--- src/core/timer_unit_defines.svh ---
// Constants shared by the dual group timer unit files.
`ifndef TIMER_UNIT_DEFINES_SVH
`define TIMER_UNIT_DEFINES_SVH
`define TMR_W 16
`define TMR_ZERO 16'h0000
`define TMR_ONES 16'hffff
`define GRP1_BASE_DIV 3'h4
`define GRP2_BASE_DIV 3'h2
`define PRE_W 3
`define PRE_CNT_W 11
`define MODE_TIMER 2'h0
`define MODE_GATED 2'h1
`define MODE_COUNTER 2'h2
`define MODE_INCR 2'h3
`define ROLE_NORMAL 2'h0
`define ROLE_CAPTURE 2'h1
`define ROLE_RELOAD 2'h2
`define EDGE_RISE 2'h1
`define EDGE_FALL 2'h2
`define EDGE_BOTH 2'h3
`define CAPSRC_PIN 2'h0
`define CAPSRC_CIN 2'h1
`define CAPSRC_CDIR 2'h2
`define CAPSRC_CBOTH 2'h3
`endif

--- src/core/timer_unit_pkg.sv ---
// Types shared by the dual group timer unit files.
package timer_unit_pkg;
  // Per-timer configuration of a first-group timer.
  typedef struct packed {
    logic run;
    logic [1:0] mode;
    logic [2:0] prescale;
    logic soft_down;
    logic ext_dir_en;
    logic gate_active_low;
    logic [1:0] cnt_edge;
    logic [1:0] role;
    logic [1:0] trig_edge;
    logic latch_clk;
  } grp1_cfg_t;
  // Configuration of a second-group timer.
  typedef struct packed {
    logic run;
    logic ext_clk;
    logic [2:0] prescale;
    logic soft_down;
    logic ext_dir_en;
    logic [1:0] cnt_edge;
    logic latch_clk;
  } grp2_cfg_t;
  // Count request from the mode logic to a counter register.
  typedef struct packed {
    logic step;
    logic down;
  } step_t;
endpackage

--- src/core/dual_group_timer_unit.sv ---
// Top level of the dual group timer unit with five 16-bit timers.
// Operation
// - Five 16-bit timers in two separate groups
// - First group: timer, gated, counter, encoder modes
// - Timer mode counts prescaled clock, finest 4
// - Counter mode counts input pin events
// - Gated mode counts only during active gate
// - Direction from software or direction pin
// - Encoder mode derives count from A/B
// - Core toggle latch flips on each wrap
// - Core toggle latch clocks auxiliary timers
// - Auxiliary in capture/reload role stops counting
// - Capture role latches core on pin event
// - Reload role loads core on pin/latch edge
// - Opposite latch edge reloads yield continuous PWM
// - Second group two timers, finest 2
// - Second group prescaled or external clock, direction
// - Second toggle latch flips, clocks second aux
// - Second core wrap reloads, clocks compare unit
// - Capture register latches second aux, optionally clears
// - Capture trigger from core input/direction pins
`timescale 1ns/10ps
module dual_group_timer_unit
  import timer_unit_pkg::*;
#(
  parameter int TW = 16
) (
  input wire logic mclk_i,
  input wire logic reset_n_i,
  input wire logic ce_i,
  input wire grp1_cfg_t core_cfg_i,
  input wire grp1_cfg_t aux_a_cfg_i,
  input wire grp1_cfg_t aux_b_cfg_i,
  input wire grp2_cfg_t second_core_cfg_i,
  input wire grp2_cfg_t second_aux_cfg_i,
  input wire logic [1:0] cap_edge_i,
  input wire logic [1:0] cap_src_i,
  input wire logic cap_clear_en_i,
  input wire logic core_toggle_oe_en_i,
  input wire logic second_toggle_oe_en_i,
  input wire logic [2:0] timer_input_pin_i,
  input wire logic [2:0] direction_input_pin_i,
  input wire logic [1:0] second_input_pin_i,
  input wire logic [1:0] second_dir_pin_i,
  input wire logic capture_input_pin_i,
  input wire logic [4:0] wr_en_i,
  input wire logic [TW-1:0] wr_data_i,
  output logic [TW-1:0] aux_timer_a_o,
  output logic [TW-1:0] core_timer_o,
  output logic [TW-1:0] aux_timer_b_o,
  output logic [TW-1:0] second_aux_timer_o,
  output logic [TW-1:0] second_core_timer_o,
  output logic [TW-1:0] capture_reload_reg_o,
  output logic core_toggle_latch_o,
  output logic second_toggle_latch_o,
  output logic core_toggle_pin_o,
  output logic second_toggle_pin_o,
  output logic compare_clk_o,
  output logic [4:0] wrap_o
);
  `include "timer_unit_defines.svh"
  // ---------------------------------------------------------------
  // First group count logic
  // ---------------------------------------------------------------
  grp1_cfg_t cfg1 [3];
  logic [TW-1:0] cnt1_q [3];
  step_t step1 [3];
  logic [2:0] pre_tick1;
  logic [2:0] in_hit;
  logic [2:0] in_rise;
  logic [2:0] in_fall;
  logic [2:0] dir_rise;
  logic [2:0] dir_fall;
  logic [2:0] trig_hit;
  logic [2:0] wrap1;
  logic core_latch_q;
  logic core_latch_rise;
  logic core_latch_fall;
  logic [2:0] reload_hit;
  logic [2:0] capture_hit;
  assign cfg1[0] = aux_a_cfg_i;
  assign cfg1[1] = core_cfg_i;
  assign cfg1[2] = aux_b_cfg_i;
  // Index 1 is the core timer; 0 and 2 are the auxiliary timers.
  genvar g;
  generate
    for (g = 0; g < 3; g++) begin : g_grp1
      logic gate_on;
      logic dn;
      logic cnt_ev;
      logic latch_ev;
      logic enc_ev;
      logic enc_dn;
      logic a_lvl;
      logic b_lvl;
      prescale_tick #(.BASE_DIV(`GRP1_BASE_DIV)) u_pre (
        .mclk_i(mclk_i),
        .reset_n_i(reset_n_i),
        .ce_i(ce_i),
        .run_i(cfg1[g].run),
        .sel_i(cfg1[g].prescale),
        .tick_o(pre_tick1[g])
      );
      edge_sense u_in (
        .mclk_i(mclk_i),
        .reset_n_i(reset_n_i),
        .ce_i(ce_i),
        .pin_i(timer_input_pin_i[g]),
        .sel_i(cfg1[g].cnt_edge),
        .hit_o(in_hit[g]),
        .rise_o(in_rise[g]),
        .fall_o(in_fall[g])
      );
      edge_sense u_dir (
        .mclk_i(mclk_i),
        .reset_n_i(reset_n_i),
        .ce_i(ce_i),
        .pin_i(direction_input_pin_i[g]),
        .sel_i(`EDGE_BOTH),
        .hit_o(),
        .rise_o(dir_rise[g]),
        .fall_o(dir_fall[g])
      );
      // Trigger edge for capture or external reload uses the input pin.
      assign trig_hit[g] = (cfg1[g].trig_edge[0] && in_rise[g]) ||
                           (cfg1[g].trig_edge[1] && in_fall[g]);
      assign gate_on = timer_input_pin_i[g] ^ cfg1[g].gate_active_low;
      // Pin level high selects down when external direction is on.
      assign dn = cfg1[g].ext_dir_en ? direction_input_pin_i[g] : cfg1[g].soft_down;
      // Auxiliary timers may count core latch edges instead of pin events.
      assign latch_ev = (cfg1[g].cnt_edge[0] && core_latch_rise) ||
                        (cfg1[g].cnt_edge[1] && core_latch_fall);
      assign cnt_ev = (g != 1 && cfg1[g].latch_clk) ? latch_ev : in_hit[g];
      // Quadrature: each edge of A or B counts; direction from the other level.
      assign a_lvl = timer_input_pin_i[g];
      assign b_lvl = direction_input_pin_i[g];
      assign enc_ev = in_rise[g] || in_fall[g] || dir_rise[g] || dir_fall[g];
      assign enc_dn = (in_rise[g] || in_fall[g]) ? (a_lvl == b_lvl) : (a_lvl != b_lvl);
      // Mode selection; a timer in capture or reload role does not count.
      always_comb begin
        step1[g] = '{step: 1'b0, down: dn};
        if (cfg1[g].run && cfg1[g].role == `ROLE_NORMAL) begin
          unique case (cfg1[g].mode)
            `MODE_TIMER: step1[g].step = pre_tick1[g];
            `MODE_GATED: step1[g].step = pre_tick1[g] && gate_on;
            `MODE_COUNTER: step1[g].step = cnt_ev;
            `MODE_INCR: begin
              step1[g].step = enc_ev;
              step1[g].down = enc_dn ^ cfg1[g].soft_down;
            end
          endcase
        end
      end
      // Wrap at either end in the direction of travel.
      assign wrap1[g] = step1[g].step &&
        (step1[g].down ? (cnt1_q[g] == `TMR_ZERO) : (cnt1_q[g] == `TMR_ONES));
      assign reload_hit[g] = (g != 1) && cfg1[g].role == `ROLE_RELOAD &&
        (trig_hit[g] ||
         (cfg1[g].cnt_edge[0] && core_latch_rise) ||
         (cfg1[g].cnt_edge[1] && core_latch_fall));
      assign capture_hit[g] = (g != 1) && cfg1[g].role == `ROLE_CAPTURE && trig_hit[g];
    end
  endgenerate
  assign core_latch_rise = wrap1[1] && !core_latch_q;
  assign core_latch_fall = wrap1[1] && core_latch_q;
  // Core timer: software write, reload from either auxiliary, or count.
  always_ff @(posedge mclk_i or negedge reset_n_i) begin
    if (!reset_n_i) begin
      cnt1_q[1] <= `TMR_ZERO;
    end else if (ce_i) begin
      if (wr_en_i[1]) begin
        cnt1_q[1] <= wr_data_i;
      end else if (reload_hit[0]) begin
        cnt1_q[1] <= cnt1_q[0];
      end else if (reload_hit[2]) begin
        cnt1_q[1] <= cnt1_q[2];
      end else if (step1[1].step) begin
        cnt1_q[1] <= step1[1].down ? cnt1_q[1] - 16'h0001 : cnt1_q[1] + 16'h0001;
      end
    end
  end
  // Auxiliary timers: write, capture of core, or count.
  generate
    for (g = 0; g < 3; g += 2) begin : g_aux
      always_ff @(posedge mclk_i or negedge reset_n_i) begin
        if (!reset_n_i) begin
          cnt1_q[g] <= `TMR_ZERO;
        end else if (ce_i) begin
          if (wr_en_i[g]) begin
            cnt1_q[g] <= wr_data_i;
          end else if (capture_hit[g]) begin
            cnt1_q[g] <= cnt1_q[1];
          end else if (step1[g].step) begin
            cnt1_q[g] <= step1[g].down ? cnt1_q[g] - 16'h0001 : cnt1_q[g] + 16'h0001;
          end
        end
      end
    end
  endgenerate
  // Core toggle latch inverts on each core wrap.
  always_ff @(posedge mclk_i or negedge reset_n_i) begin
    if (!reset_n_i) begin
      core_latch_q <= 1'b0;
    end else if (ce_i && wrap1[1]) begin
      core_latch_q <= !core_latch_q;
    end
  end
  // ---------------------------------------------------------------
  // Second group count logic
  // ---------------------------------------------------------------
  grp2_cfg_t cfg2 [2];
  logic [TW-1:0] cnt2_q [2];
  step_t step2 [2];
  logic [1:0] pre_tick2;
  logic [1:0] in2_hit;
  logic [1:0] wrap2;
  logic second_latch_q;
  logic cap_pin_hit;
  logic cap_hit;
  logic cap_rise;
  logic cap_fall;
  logic [TW-1:0] capreg_q;
  logic compare_clk_q;
  assign cfg2[0] = second_aux_cfg_i;
  assign cfg2[1] = second_core_cfg_i;
  generate
    for (g = 0; g < 2; g++) begin : g_grp2
      logic ext_ev;
      prescale_tick #(.BASE_DIV(`GRP2_BASE_DIV)) u_pre (
        .mclk_i(mclk_i),
        .reset_n_i(reset_n_i),
        .ce_i(ce_i),
        .run_i(cfg2[g].run),
        .sel_i(cfg2[g].prescale),
        .tick_o(pre_tick2[g])
      );
      edge_sense u_in (
        .mclk_i(mclk_i),
        .reset_n_i(reset_n_i),
        .ce_i(ce_i),
        .pin_i(second_input_pin_i[g]),
        .sel_i(cfg2[g].cnt_edge),
        .hit_o(in2_hit[g]),
        .rise_o(),
        .fall_o()
      );
      // Second aux may count second latch changes instead of its pin.
      assign ext_ev = (g == 0 && cfg2[g].latch_clk) ? wrap2[1] : in2_hit[g];
      assign step2[g].step = cfg2[g].run && (cfg2[g].ext_clk ? ext_ev : pre_tick2[g]);
      assign step2[g].down = cfg2[g].ext_dir_en ? second_dir_pin_i[g] : cfg2[g].soft_down;
      assign wrap2[g] = step2[g].step &&
        (step2[g].down ? (cnt2_q[g] == `TMR_ZERO) : (cnt2_q[g] == `TMR_ONES));
    end
  endgenerate
  edge_sense u_cap (
    .mclk_i(mclk_i),
    .reset_n_i(reset_n_i),
    .ce_i(ce_i),
    .pin_i(capture_input_pin_i),
    .sel_i(cap_edge_i),
    .hit_o(cap_pin_hit),
    .rise_o(cap_rise),
    .fall_o(cap_fall)
  );
  // Capture trigger source selection.
  always_comb begin
    unique case (cap_src_i)
      `CAPSRC_PIN: cap_hit = cap_pin_hit;
      `CAPSRC_CIN: cap_hit = in_rise[1] || in_fall[1];
      `CAPSRC_CDIR: cap_hit = dir_rise[1] || dir_fall[1];
      `CAPSRC_CBOTH: cap_hit = in_rise[1] || in_fall[1] || dir_rise[1] || dir_fall[1];
    endcase
  end
  // Second aux timer: write, clear after capture, or count.
  always_ff @(posedge mclk_i or negedge reset_n_i) begin
    if (!reset_n_i) begin
      cnt2_q[0] <= `TMR_ZERO;
    end else if (ce_i) begin
      if (wr_en_i[3]) begin
        cnt2_q[0] <= wr_data_i;
      end else if (cap_hit && cap_clear_en_i) begin
        cnt2_q[0] <= `TMR_ZERO;
      end else if (step2[0].step) begin
        cnt2_q[0] <= step2[0].down ? cnt2_q[0] - 16'h0001 : cnt2_q[0] + 16'h0001;
      end
    end
  end
  // Second core timer reloads from the capture register on each wrap.
  always_ff @(posedge mclk_i or negedge reset_n_i) begin
    if (!reset_n_i) begin
      cnt2_q[1] <= `TMR_ZERO;
    end else if (ce_i) begin
      if (wr_en_i[4]) begin
        cnt2_q[1] <= wr_data_i;
      end else if (wrap2[1]) begin
        cnt2_q[1] <= capreg_q;
      end else if (step2[1].step) begin
        cnt2_q[1] <= step2[1].down ? cnt2_q[1] - 16'h0001 : cnt2_q[1] + 16'h0001;
      end
    end
  end
  // Capture register takes the second aux value on a trigger.
  always_ff @(posedge mclk_i or negedge reset_n_i) begin
    if (!reset_n_i) begin
      capreg_q <= `TMR_ZERO;
    end else if (ce_i && cap_hit) begin
      capreg_q <= cnt2_q[0];
    end
  end
  // Second toggle latch and compare unit clock pulse.
  always_ff @(posedge mclk_i or negedge reset_n_i) begin
    if (!reset_n_i) begin
      second_latch_q <= 1'b0;
      compare_clk_q <= 1'b0;
    end else if (ce_i) begin
      compare_clk_q <= wrap2[1];
      if (wrap2[1]) begin
        second_latch_q <= !second_latch_q;
      end
    end
  end
  // ---------------------------------------------------------------
  // Outputs
  // ---------------------------------------------------------------
  assign aux_timer_a_o = cnt1_q[0];
  assign core_timer_o = cnt1_q[1];
  assign aux_timer_b_o = cnt1_q[2];
  assign second_aux_timer_o = cnt2_q[0];
  assign second_core_timer_o = cnt2_q[1];
  assign capture_reload_reg_o = capreg_q;
  assign core_toggle_latch_o = core_latch_q;
  assign second_toggle_latch_o = second_latch_q;
  assign core_toggle_pin_o = core_toggle_oe_en_i && core_latch_q;
  assign second_toggle_pin_o = second_toggle_oe_en_i && second_latch_q;
  assign compare_clk_o = compare_clk_q;
  assign wrap_o = {wrap2[1], wrap2[0], wrap1[2], wrap1[1], wrap1[0]};
  // Unused cap edge outputs kept for observation by nobody; tie off.
  logic unused_cap;
  assign unused_cap = cap_rise ^ cap_fall;
endmodule

--- src/core/prescale_tick.sv ---
// Prescaler producing one tick every base times two to the power of a selection.
`timescale 1ns/10ps
module prescale_tick
  import timer_unit_pkg::*;
#(
  parameter logic [2:0] BASE_DIV = 3'h4
) (
  input wire logic mclk_i,
  input wire logic reset_n_i,
  input wire logic ce_i,
  input wire logic run_i,
  input wire logic [2:0] sel_i,
  output logic tick_o
);
  `include "timer_unit_defines.svh"
  logic [`PRE_CNT_W-1:0] cnt_q;
  logic [`PRE_CNT_W-1:0] limit;
  // Period minus one; selection doubles the base interval per step.
  assign limit = (`PRE_CNT_W'(BASE_DIV) << sel_i) - `PRE_CNT_W'(1);
  assign tick_o = run_i && (cnt_q == limit);
  // Free counter cleared on each tick or while stopped.
  always_ff @(posedge mclk_i or negedge reset_n_i) begin
    if (!reset_n_i) begin
      cnt_q <= '0;
    end else if (ce_i) begin
      if (!run_i || tick_o) begin
        cnt_q <= '0;
      end else begin
        cnt_q <= cnt_q + `PRE_CNT_W'(1);
      end
    end
  end
endmodule

--- src/core/edge_sense.sv ---
// Edge detector on a synchronous pin with selectable sense.
`timescale 1ns/10ps
module edge_sense (
  input wire logic mclk_i,
  input wire logic reset_n_i,
  input wire logic ce_i,
  input wire logic pin_i,
  input wire logic [1:0] sel_i,
  output logic hit_o,
  output logic rise_o,
  output logic fall_o
);
  `include "timer_unit_defines.svh"
  logic prev_q;
  assign rise_o = pin_i && !prev_q;
  assign fall_o = !pin_i && prev_q;
  assign hit_o = (sel_i[0] && rise_o) || (sel_i[1] && fall_o);
  // Previous pin level for edge comparison.
  always_ff @(posedge mclk_i or negedge reset_n_i) begin
    if (!reset_n_i) begin
      prev_q <= 1'b0;
    end else if (ce_i) begin
      prev_q <= pin_i;
    end
  end
endmodule

--- config.mk ---
export PLATFORM = sky130hd
export DESIGN_NAME = dual_group_timer_unit
export DESIGN_NICKNAME = d
export VERILOG_FILES = /design/src/core/timer_unit_pkg.sv /design/src/core/dual_group_timer_unit.sv /design/src/core/prescale_tick.sv /design/src/core/edge_sense.sv
export VERILOG_INCLUDE_DIRS = /design/src /design/src/core
export SDC_FILE = /design/constraint.sdc
export NUM_CORES = 1
export LEC_CHECK = 0
export BUFFER_PORTS_ARGS = -buffer_cell sky130_fd_sc_hd__buf_2
export CORE_MARGIN = 4
export CORE_UTILIZATION = 23
export CTS_BUF_LIST = sky130_fd_sc_hd__clkbuf_4
export CTS_CLUSTER_SIZE = 25
export DETAILED_ROUTE_END_ITERATION = 7
export REMOVE_ABC_BUFFERS = 1
export SLEW_MARGIN = 20
export SYNTH_ARGS = -nofsm -noshare
export SYNTH_HDL_FRONTEND = slang
export SYNTH_SLANG_ARGS = --single-unit
--- constraint.sdc ---
create_clock -name mclk_i -period 7.6 [get_ports mclk_i]
set_input_delay 0.76 -clock mclk_i [delete_from_list [all_inputs] [get_ports mclk_i]]
set_output_delay 0.76 -clock mclk_i [all_outputs]
set_load 0.02 [all_outputs]
==> metrics.txt <==
clk_lat worst skew slightly below 800 ps; maximum VDD drop about 0.00014 V; top post-synthesis cells by area dfrtp_1 30%, ha_1 8.0%, xnor2_1 4.8%; Congestion Overflow GR 0; Synth Register Bits 163; die height approximately 250 um; Hold Path Class in -> reg; Max Slew Vio Count 0; H-tree depth 4; Synth area leader dfrtp_1; gpl congestion around 0.91; FFs w/ async S/R, synth 100%; Sum Neg Setup Slack 0 ps; critical path class in -> out; Total GRT Usage around 15%; most frequent cell after synthesis dfrtp_1; Buffers on Ports ~210; CP bufs+invs 2; Layout Utilization 27.0%; drt wl/cell ~19 um; DR iter-0 viols 1093; fin nets 2030; Clock Tree Root clkbuf_4; Slowest cell on crit path a211oi_2; Tot Pwr 0.00437 W; Max-Cap Viols 0; largest stage delay on the critical path roughly 770 ps; Syn-to-layout area delta 16.0%; core area approximately 60000 um2; Die X-Extent between 200 and 300 um; drt total wl 50.2 mm; RR Startpoint g_grp1[0].u_in.prev_q; path depth of the worst reg2reg path 13; CP Launch Type input pin; most instantiated cells after synthesis 163 x dfrtp_1, 158 x nor2_1, 145 x nand2_1; Clock Tree Buf Depth 2; pwr/cell area around 270 nW/um2; Syn Area/Cell 8.38 um2; EDFF count, synth 0; final hold violations 0; residual antenna-violating net count after detailed routing 0; r2r setup slk ~3100 ps; DRT Pass-1 Iters 5; hpwl dp 38.4 mm; FF-to-FF End aux_timer_a_o[15]; Avg Vias per Cell approximately 5.2; largest net degree at the start of global routing just under 60; clk slew on worst S/H paths 170 ps; Clock Skew 39.2 ps; area of the die roughly 64000 um2; area share of the largest cell type after synthesis about 30%; hold slack 245 ps; number of global-route vias before repair ~13k; achievable frequency 191 MHz; Initial Util between 20% and 30%; # rows slightly below 90; Mapped Area approximately 14000 um2; top_reg_cell synth dfrtp_1; destination of the worst hold path u_cap.prev_q; setup violators final 0; crit path DAT ~4500 ps; Vias roughly 14k; FF/Latch Area 4080 um2; Ys Warns 0; clk sink count roughly 160; required time worst endpoint 6840 ps; Syn Inst Count 1644; Crit path top cell by count buf_2; CTS tree built; sequential area share after synthesis 29.6%; worst-margin pin slew about 1100 ps; critical path fanouts, max 14; Critical Path Sink Type output pin; Hold Startpoint capture_input_pin_i; unrepaired setup endpoints after global routing false; Unique masters post-synth 86; Period Utilization, post-route 68.9%; PostCTS Resize Cnt 0; first-pass GRT wire length between 70 and 80 mm; leakage 6.73 nW; initial antenna violation count 3; layout cell share with drive strength beyond 1 between 10% and 20%; Residual DRC 0; headroom to the max-slew limit about a quarter; min Tclk post-route 5240 ps; IO Count 216; Min-Delay Path Depth 2; CTS Buf Count 17; CP delay by family, top compound AO/OA/AOI/OAI gates; Multi-input gate area 9230 um2; status complete, no violations; CP Cell Sequence buf_2 -> or3_1 -> ha_1 -> xor2_1 -> o2111ai_1 -> or4_4 -> o41ai_4 -> a41oi_1 -> a211oi_2 -> and2_1 -> buf_2; Filler cells roughly 6.3k
[final cells by class]
class | instances | area share [%]
antenna | 6 | 0.0939
clock buffer | 17 | 0.798
clock inverter | 15 | 0.892
inverter | 62 | 1.46
multi-input combinational | 1355 | 57.7
sequential | 163 | 25.5
tap | 773 | 6.05
timing repair buffer | 228 | 7.46
[flip-flops by register name, summed over array words and instances (netlist names), 2 cells and up]
name                  flops
core_timer_o             16
second_core_timer_o      16
aux_timer_b_o            16
aux_timer_a_o            16
g_grp1.u_in.prev_q        3
g_grp2.u_pre.cnt_q       22
g_grp1.u_dir.prev_q       3
capture_reload_reg_o     16
g_grp2.u_in.prev_q        2
second_aux_timer_o       16
g_grp1.u_pre.cnt_q       33
[per-layer routing]
layer  vias to the layer above  part of all wire, %  GRT usage (%)
li1                       6505                    -              -
met1                      6590                   44           20.3
met2                       511                   45           24.6
met3                        91                  7.7           3.56
met4                         0                  3.2           6.64
met5                         -                    0              0
[timing repair]
action,in CTS,in global routing
hold buffers,1,0
hold endpoints to repair,53,0
buffers inserted,0,0
[stage by stage]
stage | std cells | worst slack, ps | instance area, um2
5_1_grt | 2618 | 2130 | 16000
6_report | 2619 | 2360 | 16000
2_1_floorplan | 1580 | 1770 | 13500
4_1_cts | 2613 | 2270 | 16000
3_5_place_dp | 2580 | 2310 | 15700
3_3_place_gp | 2580 | 2350 | 15700
[kinds of logic (layout without fill, tap and decap cells)]
logic type               after synthesis  in the layout  share of synthesized area [%]
AND/OR/NAND/NOR                      591            591                           21.6
AO/OA/AOI/OAI                        486            486                           23.7
flip-flops                           163            163                           29.6
buffers and inverters                126            322                           3.78
XOR/XNOR                             120            120                           7.62
adder cells (fa/ha/maj)               93             93                           8.71
multiplexers                          65             65                           5.05
other                                  0              6                              0
[placed cells by master (no fill, tap or decap), types with 17 or more instances in the layout]
master / instances
buf_2: 210
dfrtp_1: 163
nor2_1: 158
nand2_1: 145
a21oi_1: 104
o21ai_0: 102
ha_1: 88
xnor2_1: 75
inv_1: 61
nand3_1: 46
xor2_1: 45
nand4_1: 39
nor3_1: 34
mux2i_1: 32
mux2_2: 30
nor4_1: 29
o211ai_1: 28
and3_1: 24
o22ai_1: 21
o31ai_1: 21
nand2b_1: 20
nor2b_1: 19
a211oi_1: 19
o21a_1: 18
a22oi_1: 18
clkbuf_4: 17
[how the worst max path moves through the flow]
stage,from,to,cells past startpoint
floorplan,timer_input_pin_i[1],aux_timer_a_o[0],11
global placement,core_cfg_i[12],wrap_o[0],11
detailed placement,core_cfg_i[12],wrap_o[0],11
CTS,g_grp1[1].u_pre.cnt_q[0],wrap_o[0],9
global route,g_grp1[1].u_pre.cnt_q[0],wrap_o[0],9
finish,core_cfg_i[12],wrap_o[0],11
[worst register-to-register path: cells and delay by family, from the launching register on]
kind,cells,cell delay (ps)
xor+xnor,2,370
flops,1,410
compound gates,8,2460
fa+ha+maj,2,740
simple gates,1,500
[report_power, final]
part / switching [W] / internal (W) / leakage, nW
registers: 0.000420 / 0.00106 / 2.03
clock network: 0.000407 / 0.000145 / 0.148
logic: 0.00136 / 0.000986 / 4.55
Note: power is estimated with default switching activity, not from simulation.
